===== src/design/pcirq_defs.vh =====
/*
 contents: offsets, field positions, reset values and widths for the
 port c pending-request block.
 assumes: included by bare name from the design files under design/.
*/
`ifndef PCIRQ_DEFS_VH
`define PCIRQ_DEFS_VH

// ===================================================================
// register index and byte addresses (apb, one aligned word each)
// the pending register is word index FC6: its byte address is four times it
`define PCIRQ_IDX_PENDING 12'hFC6
`define PCIRQ_ADDR_PENDING {`PCIRQ_IDX_PENDING, 2'h0}
`define PCIRQ_ADDR_CONTROL 14'h0FC8
`define PCIRQ_ADDR_MASK 14'h0FCC
`define PCIRQ_ADDR_STATUS 14'h0FD0

// ===================================================================
// field layout
`define PCIRQ_PIN_COUNT 4
`define PCIRQ_REG_WIDTH 8
`define PCIRQ_CTRL_GIE 0
`define PCIRQ_STAT_REQ 0
`define PCIRQ_STAT_VEC 1

// ===================================================================
// reset values
`define PCIRQ_RST_PENDING 8'h00
`define PCIRQ_RST_CONTROL 8'h00
`define PCIRQ_RST_MASK 8'h00
`define PCIRQ_RST_STATUS 8'h00

`endif


===== src/design/port_c_request_register.v =====
/*
 contents: port c pending-request register with apb slave, global
 enable, vectored request output and a sticky status interrupt.
 assumes: apb master on pclk; port c request pins are asynchronous.
*/
// Decided for this implementation: register access over APB.
// Functional notes
// RULE_01: request from source sets its pending bit
// RULE_02: global enable forwards pending requests to core
// RULE_03: pending bits stay readable while disabled
// RULE_04: bits 0-3 pins, 7-4 reserved, reset zero
// RULE_05: bit reads one while pin request waits
// RULE_06: software clears serviced request by writing zero
`timescale 1ns/1ps
`include "pcirq_defs.vh"

module port_c_request_register #(
   parameter pins = `PCIRQ_PIN_COUNT
)
(
   input wire pclk,
   input wire presetn,
   input wire ce,
   input wire psel,
   input wire penable,
   input wire pwrite,
   input wire [13:0] paddr,
   input wire [31:0] pwdata,
   output reg [31:0] prdata,
   output reg pready,
   output reg pslverr,
   input wire [pins-1:0] port_c_pin_request,
   output reg vectored_request,
   output reg [pins-1:0] vectored_pins,
   output reg irq
);

   // ===================================================================
   // pin edge capture
   wire [pins-1:0] req_rise;

   pin_request_sync #(
      .width(pins)
   ) u_sync (
      .pclk(pclk),
      .presetn(presetn),
      .ce(ce),
      .pin(port_c_pin_request),
      .rise(req_rise)
   );

   // ===================================================================
   // registers and their next values
   reg [pins-1:0] port_c_pin_pending;
   reg global_enable;
   reg [1:0] status;
   reg [1:0] mask;
   reg [1:0] bus_state;
   wire [pins-1:0] next_pending;
   reg next_global_enable;
   reg [1:0] next_status;
   reg [1:0] next_mask;
   reg [1:0] next_bus_state;
   reg next_pready;
   reg next_pslverr;
   reg [31:0] next_prdata;
   reg next_vectored_request;
   reg [pins-1:0] next_vectored_pins;
   reg next_irq;

   // ===================================================================
   // constants
   localparam [7:0] rst_pending = `PCIRQ_RST_PENDING;
   localparam [7:0] rst_control = `PCIRQ_RST_CONTROL;
   localparam [7:0] rst_mask = `PCIRQ_RST_MASK;
   localparam [7:0] rst_status = `PCIRQ_RST_STATUS;
   localparam [13:0] addr_pending = `PCIRQ_ADDR_PENDING;
   localparam [13:0] addr_control = `PCIRQ_ADDR_CONTROL;
   localparam [13:0] addr_mask = `PCIRQ_ADDR_MASK;
   localparam [13:0] addr_status = `PCIRQ_ADDR_STATUS;
   localparam [1:0] bus_idle = 2'h0;
   localparam [1:0] bus_reply = 2'h1;

   // ===================================================================
   // apb handshake: one wait state
   // the access edge loads read data and raises pready; the next edge,
   // with pready high, completes the transfer and commits any write
   always @*
   begin
      next_bus_state = bus_state;
      case (bus_state)
         bus_idle:
         begin
            if (psel && penable)
            begin
               next_bus_state = bus_reply;
            end
         end
         bus_reply:
         begin
            next_bus_state = bus_idle;
         end
         default:
         begin
            next_bus_state = bus_idle;
         end
      endcase
   end

   wire access = psel & penable & ce & (bus_state == bus_idle);
   wire complete = psel & penable & ce & (bus_state == bus_reply);
   wire wr = complete & pwrite;
   wire rd = access & ~pwrite;
   wire hit_pend = (paddr == addr_pending);
   wire hit_ctrl = (paddr == addr_control);
   wire hit_mask = (paddr == addr_mask);
   wire hit_stat = (paddr == addr_status);
   wire hit_any = hit_pend | hit_ctrl | hit_mask | hit_stat;
   wire wr_pend = wr & hit_pend;
   wire wr_ctrl = wr & hit_ctrl;
   wire wr_mask = wr & hit_mask;
   wire rd_stat = rd & hit_stat;

   always @*
   begin
      next_pready = 1'h0;
      next_pslverr = 1'h0;
      if (next_bus_state == bus_reply)
      begin
         next_pready = 1'h1;
         next_pslverr = ~hit_any;
      end
   end

   // ===================================================================
   // pending bits: a request edge wins over a clear in the same cycle,
   // so a request arriving while software clears is never lost
   genvar i;
   generate
      for (i = 0; i < pins; i = i + 1)
      begin : g_pend
         wire held;
         assign held = wr_pend ? pwdata[i] : port_c_pin_pending[i];
         assign next_pending[i] = req_rise[i] | held; // [RULE_01]
      end
   endgenerate

   // ===================================================================
   // control and mask
   always @*
   begin
      next_global_enable = global_enable;
      if (wr_ctrl)
      begin
         next_global_enable = pwdata[`PCIRQ_CTRL_GIE];
      end
   end

   always @*
   begin
      next_mask = mask;
      if (wr_mask)
      begin
         next_mask = pwdata[1:0];
      end
   end

   // ===================================================================
   // status events: a request edge, and forwarding newly raised
   wire ev_req = |req_rise;
   wire ev_vec = global_enable & |next_pending & ~vectored_request;

   always @*
   begin
      next_status = status;
      if (rd_stat)
      begin
         next_status = 2'h0;
      end
      // set wins over the read clear
      if (ev_req)
      begin
         next_status[`PCIRQ_STAT_REQ] = 1'h1;
      end
      if (ev_vec)
      begin
         next_status[`PCIRQ_STAT_VEC] = 1'h1;
      end
   end

   always @*
   begin
      next_irq = |(next_status & mask);
   end

   // ===================================================================
   // forwarding to the core
   // disabled: nothing is forwarded and software polls instead
   always @*
   begin
      next_vectored_request = 1'h0;
      next_vectored_pins = {pins{1'h0}};
      if (global_enable)
      begin
         next_vectored_request = |next_pending; // [RULE_02]
         next_vectored_pins = next_pending;
      end
   end

   // ===================================================================
   // read mux: reserved bits and unmapped addresses read zero
   always @*
   begin
      next_prdata = 32'h00000000; // [RULE_04]
      if (rd)
      begin
         if (hit_pend)
         begin
            next_prdata[pins-1:0] = port_c_pin_pending; // [RULE_03] [RULE_05]
         end
         if (hit_ctrl)
         begin
            next_prdata[`PCIRQ_CTRL_GIE] = global_enable;
         end
         if (hit_mask)
         begin
            next_prdata[1:0] = mask;
         end
         if (hit_stat)
         begin
            next_prdata[1:0] = status;
         end
      end
   end

   // ===================================================================
   // state: every flop holds while ce is low
   always @(posedge pclk or negedge presetn)
   begin
      if (!presetn)
      begin
         port_c_pin_pending <= rst_pending[pins-1:0]; // [RULE_04]
      end
      else if (ce)
      begin
         port_c_pin_pending <= next_pending;
      end
   end

   always @(posedge pclk or negedge presetn)
   begin
      if (!presetn)
      begin
         global_enable <= rst_control[`PCIRQ_CTRL_GIE];
      end
      else if (ce)
      begin
         global_enable <= next_global_enable;
      end
   end

   always @(posedge pclk or negedge presetn)
   begin
      if (!presetn)
      begin
         mask <= rst_mask[1:0];
      end
      else if (ce)
      begin
         mask <= next_mask;
      end
   end

   always @(posedge pclk or negedge presetn)
   begin
      if (!presetn)
      begin
         status <= rst_status[1:0];
      end
      else if (ce)
      begin
         status <= next_status;
      end
   end

   always @(posedge pclk or negedge presetn)
   begin
      if (!presetn)
      begin
         bus_state <= bus_idle;
      end
      else if (ce)
      begin
         bus_state <= next_bus_state;
      end
   end

   // ===================================================================
   // outputs, each straight from a flop
   always @(posedge pclk or negedge presetn)
   begin
      if (!presetn)
      begin
         prdata <= 32'h00000000;
         pready <= 1'h0;
         pslverr <= 1'h0;
         vectored_request <= 1'h0;
         vectored_pins <= {pins{1'h0}};
         irq <= 1'h0;
      end
      else if (ce)
      begin
         prdata <= next_prdata;
         pready <= next_pready;
         pslverr <= next_pslverr;
         vectored_request <= next_vectored_request;
         vectored_pins <= next_vectored_pins;
         irq <= next_irq;
      end
   end

endmodule // port_c_request_register


===== src/design/pin_request_sync.v =====
/*
 contents: two-flop synchroniser and rising-edge detector per pin.
 assumes: pins are asynchronous to pclk; pulse is one pclk cycle wide.
*/
`timescale 1ns/1ps
`include "pcirq_defs.vh"

module pin_request_sync #(
   parameter width = `PCIRQ_PIN_COUNT
)
(
   input wire pclk,
   input wire presetn,
   input wire ce,
   input wire [width-1:0] pin,
   output wire [width-1:0] rise
);

   // ===================================================================
   // synchroniser chain
   reg [width-1:0] meta;
   reg [width-1:0] sync;
   reg [width-1:0] last;

   // first stage feeds only the second stage
   always @(posedge pclk or negedge presetn)
   begin
      if (!presetn)
      begin
         meta <= {width{1'b0}};
         sync <= {width{1'b0}};
         last <= {width{1'b0}};
      end
      else if (ce)
      begin
         meta <= pin;
         sync <= meta;
         last <= sync;
      end
   end

   assign rise = sync & ~last & {width{ce}};

endmodule // pin_request_sync


===== config.mk =====
export PLATFORM = sky130hd
export DESIGN_NAME = port_c_request_register
export DESIGN_NICKNAME = d
export VERILOG_FILES = /design/src/design/port_c_request_register.v /design/src/design/pin_request_sync.v
export VERILOG_INCLUDE_DIRS = /design/src /design/src/design
export SDC_FILE = /design/constraint.sdc
export NUM_CORES = 1
export LEC_CHECK = 0
export ABC_AREA = 1
export ABC_CLOCK_PERIOD_IN_PS = 4200
export BUFFER_PORTS_ARGS = -buffer_cell sky130_fd_sc_hd__buf_2
export CORE_MARGIN = 3
export CORE_UTILIZATION = 49
export DETAILED_ROUTE_END_ITERATION = 16
export PLACE_DENSITY = 0.92
export SLEW_MARGIN = 30
export SYNTH_ARGS = -nofsm -noshare
export SYNTH_HDL_FRONTEND = slang
export SYNTH_SLANG_ARGS = --single-unit

===== constraint.sdc =====
create_clock -name pclk -period 4.2 [get_ports pclk]
set_clock_uncertainty 0.05 [all_clocks]
set_input_delay 0.63 -clock pclk [delete_from_list [all_inputs] [get_ports pclk]]
set_output_delay 0.63 -clock pclk [all_outputs]
set_load 0.05 [all_outputs]

Word level (Yosys, flattened, before mapping)
Cells that the tools add are included.
- reduce and logical (&&, ||, !) cells: 7
- bitwise logic cells: 26
- muxes and demuxes: 18
- eq/ne operators: 6
- operator list (cell ; number):
    14-bit by 12-bit == test with 1-bit output (second input constant) ; 3
    14-bit == test (second input constant) ; 1
    1-bit bitwise AND ; 12
    4-bit 2-to-1 mux ; 3
    1-bit 2-to-1 mux ; 10
    2-bit 2-to-1 mux ; 5
    4-bit bitwise AND ; 2
    4-bit OR reduction ; 2
    1-bit OR ; 7
    2-bit by 1-bit == test with 1-bit output (second input constant) ; 2
    4-bit inverter ; 1
    2-bit AND reduction ; 2
    1-bit inverter ; 3
    2-bit bitwise AND ; 1
    2-bit zero test ; 1
    2-bit OR reduction ; 1
    1-bit logical AND ; 1
- logic and storage cells: 71
- input bits: 56
- output and inout port bits: 40
- register bits after elaboration: 35

Depth between registers and ports, before layout
- word-level depth: 13
- mapped depth: 13
- mapped depth without buffers: 13

Hierarchy
Synthesis repeated with hierarchy kept, for this count alone.
- cell total of the unflattened synthesis: 251
- area, all modules: 2031.9 um2
- modules (own cells, without submodules) (module ; sequential area each (um2) ; area an instance (um2) ; cells each ; times used):
    port_c_request_register ; 575.6 ; 1542.7 ; 196 ; 1
    pin_request_sync ; 300.3 ; 489.2 ; 55 ; 1

Worst setup path after synthesis
Ideal clock, no wire load.
- kind: input-to-reg
- start: input port paddr[1]
- end: register status[1]
- path buffers: 0
- library setup time: 0.132 ns
- slack: 2.361 ns
- data required time: 4.018 ns
- data arrival time: 1.657 ns
- stages: 12
- path through: nor2_2 -> nand2_1 -> nor2_1 -> nand3_2 -> nand2_1 -> nand3b_2 -> nor2_1 -> nand2_1 -> nand3_1 -> nand2_1 -> nand2_1 -> o21ai_1
- cells in the longest elaborated chain, start to end: 8
- elaborated cells between the ends (all ways): 17
- classes of those cells: eq/ne: 2; mux: 6; bitwise: 8; reduce/logical: 1
- ends and longest elaborated chain (item ; line ; RTL):
    from (decl) ; port_c_request_register.v:27 ; input wire [13:0] paddr,
    14-bit == test ; port_c_request_register.v:114 ; wire hit_pend = (paddr == addr_pending);
    1-bit bitwise AND ; port_c_request_register.v:119 ; wire wr_pend = wr & hit_pend;
    1-bit 2-to-1 mux ; port_c_request_register.v:143 ; assign held = wr_pend ? pwdata[i] : port_c_pin_pending[i];
    1-bit OR ; port_c_request_register.v:144 ; assign next_pending[i] = req_rise[i] | held;
    4-bit OR reduction ; port_c_request_register.v:171 ; wire ev_vec = global_enable & |next_pending & ~vectored_request;
    1-bit bitwise AND (2 in a row) ; port_c_request_register.v:171 ;
    1-bit 2-to-1 mux * ; port_c_request_register.v:185 ; if (ev_vec)
    to (signal assigned) ; port_c_request_register.v:278 ; status <= rst_status[1:0];
    to (signal assigned) ; port_c_request_register.v:282 ; status <= next_status;
    to (decl) ; port_c_request_register.v:56 ; reg [1:0] status;
Mark *: on every way between the ends. The rest lies on a longest branch, timed or not.
A chain may end at the register's enable or synchronous reset.

Final worst setup path
- start: input port ce
- end: register status[1]
- cells in the longest elaborated chain, start to end: 10
- elaborated cells between the ends (all ways): 21
- classes of those cells: mux: 6; bitwise: 14; reduce/logical: 1
- ends and longest elaborated chain (item ; line ; RTL):
    from (decl) ; port_c_request_register.v:23 ; input wire ce,
    1-bit bitwise AND ; port_c_request_register.v:110, port_c_request_register.v:111 ;
    1-bit bitwise AND ; port_c_request_register.v:111 ; wire complete = psel & penable & ce & (bus_state == bus_reply);
    1-bit bitwise AND ; port_c_request_register.v:112 ; wire wr = complete & pwrite;
    1-bit bitwise AND ; port_c_request_register.v:119 ;
    1-bit 2-to-1 mux ; port_c_request_register.v:143 ;
    1-bit OR ; port_c_request_register.v:144 ;
    4-bit OR reduction ; port_c_request_register.v:171 ;
    1-bit bitwise AND (2 in a row) ; port_c_request_register.v:171 ;
    1-bit 2-to-1 mux ; port_c_request_register.v:185 ;
Parallel ways exist; a longest one is shown, timed or not.

==> impl_metrics.json <==
{
  "register_area_sq_um": 875.8,
  "worst_hold_path_type": "in -> async",
  "setup-violations-final": 0,
  "tightest_slew_ps": 722.9,
  "ys_warn_count": 0,
  "cts_tree": "yes",
  "ir_drop_uv": 225.6,
  "die_x_um": 67.91,
  "drv_slew": 0,
  "drtPass1Iterations": 4,
  "num_vias": 1484,
  "syn-mean-instance-area_sq_um": 8.347,
  "routed_wl_um": 3705,
  "powerDensity_nw_per_um2": 364.7,
  "antenna_found_initial": 0,
  "synth_common_cells": "nand2_1 (60), dfrtp_1 (35), buf_4 (28), nand3_1 (19)",
  "worst-endpoint-required_ps": 4310,
  "maxCapViolCount": 0,
  "yosysMostFrequentCell": "nand2_1",
  "crit_type": "in -> reg",
  "rows": 21,
  "core_area_sq_um": 3521,
  "grt.total_usage": 0.1749,
  "clock_path_buffers": 2,
  "synth_top_area_frac": 0.4664,
  "fin_nets": 322,
  "cts_buffers": 5,
  "cts-root-buf": "clkbuf_8",
  "status": "completed",
  "hold_viol": 0,
  "worstPathArrival_ps": 2260,
  "areaGrowthSynthToFinish_pct": 11.53,
  "synthTopCellsByArea": "dfrtp_1 (47%), nand2_1 (12%), buf_4 (11%)",
  "synthFlopType": "dfrtp_1",
  "n_antenna_cell": 0,
  "synth-edff-count": 0,
  "clock-sinks": 35,
  "max_freq_ghz": 0.4656,
  "ios": 96,
  "crit_path_max_fanout": 24,
  "netlist_instances": 225,
  "multiInputGateArea_sq_um": 803.3,
  "wl_per_cell_um": 11.88,
  "nFillCells": 314,
  "yosysTopAreaCell": "dfrtp_1",
  "period_minus_slack_ps": 2148,
  "final_util": 0.5949,
  "layout-drive-gt1-share": 0.2331,
  "ys_async_sr_fraction": 1.000,
  "whs_ps": 345.4,
  "grt_max_degree": 36,
  "rsz0062_at_grt": "false",
  "min_period_over_period": 0.5114,
  "overflow": 0,
  "htree_levels": 2,
  "syn_area_sq_um": 1878,
  "synth-seq-area-share": 0.4664,
  "worstSkewPairLatency_ps": 290,
  "port_buffers": 39,
  "end_kind": "register",
  "remaining_drc_errors": 0,
  "path_clk_slew_ps": 70,
  "gp_congestion": 0.8958,
  "detail-route-antenna-nets": 0,
  "grt_pass1_wl_um": 5830,
  "slew_headroom": 0.5181,
  "critPathLaunchType": "input port",
  "post-cts-setup-buffers": 0,
  "leakagePower_nw": 1.110,
  "ys_seq_elements": 35,
  "netlist-cell-type-count": 24,
  "initial_utilization": 0.5334,
  "hold_buffers": 0,
  "cts_resized": 0,
  "vias_per_cell": 4.756,
  "place_hpwl_um": 2808,
  "fin_setup_tns_ps": 0,
  "die_area_sq_um": 4612,
  "fp.dieH_um": 67.91,
  "drtIter0Drc": 164,
  "grt_pass1_vias": 1359
}
-- area by class of cell --
type,count,area share
Sequential cell,35,0.4182
Multi-Input combinational cell,165,0.3835
Timing Repair Buffer,39,0.09319
Clock buffer,6,0.03943
Clock inverter,1,0.002389
Inverter,20,0.03584
Tap cell,46,0.02748
-- kinds of logic (layout without fill, tap and decap cells) --
| family | count (synthesis) | in the layout | synth area share |
|---|---|---|---|
| compound gates | 20 | 20 | 0.06729 |
| other cells | 1 | 28 | 0.001997 |
| buf+inv | 52 | 66 | 0.1599 |
| simple gates | 115 | 115 | 0.2925 |
| flops | 35 | 35 | 0.4664 |
| mux | 2 | 2 | 0.01199 |
-- worst max-delay path, cell delays in order --
cell and delay [ps]:
buf_2 340, nand3_2 190, nor2_4 240, nand3_2 140, nand2_1 110, nand3b_2 100
nor2_1 120, nand2_1 100, nand3_1 70, nand2_1 70, nand2_1 60, o21ai_1 70
-- per-stage QoR --
stage	instances	total power, mW	cell area, sq um	setup slack (ps)
6_report	312	0.7638	2095	2052
5_1_grt	312	0.8018	2095	1813
4_1_cts	312	0.7655	2095	2072
3_5_place_dp	305	0.5264	2007	1769
3_3_place_gp	305	0.5218	2007	1834
2_1_floorplan	252	0.5083	1979	2361
-- final timing paths --
kind	start	to	slack (ps)	cells past startpoint
hold / removal	presetn	u_sync.sync[3]	350	1
setup reg to reg	bus_state[1]	status[1]	2370	12
max in group asynchronous	presetn	mask[1]	3290	1
min in group pclk	u_sync.last[3]	u_sync.last[3]	430	2
hold reg to reg	u_sync.last[3]	u_sync.last[3]	430	2
setup / recovery	ce	status[1]	2050	12
-- per-layer routing --
layer / up-vias / routed length, um / GRT usage
met5: - / 0 / 0
li1: 747 / - / -
met2: 67 / 1821 / 0.3001
met4: 0 / 71 / 0.06948
met1: 660 / 1496 / 0.2000
met3: 10 / 315 / 0.05911
-- flip-flops by register name (all words and copies together) (netlist names) --
register	cells
pready	1
vectored_request	1
global_enable	1
prdata	4
status	2
u_sync.sync	4
pslverr	1
bus_state	2
vectored_pins	4
port_c_pin_pending	4
mask	2
u_sync.meta	4
irq	1
u_sync.last	4
-- power by group --
part,internal (mW),switching [mW]
registers,0.358,0.0107
clock network,0.128,0.115
logic,0.0295,0.122
total,0.516,0.248
-- cells in the final DEF, fill, tap and decap left out, drive strengths merged, types with 3 or more instances in the layout --
master	n
nand2	60
buf	39
dfrtp	35
conb	28
nand3	23
nor2	22
inv	20
o21ai	10
clkbuf	6
nand3b	4
nor4	3
a21oi	3
a32o	3
o211ai	3
Note: power is estimated with default switching activity, not from simulation.
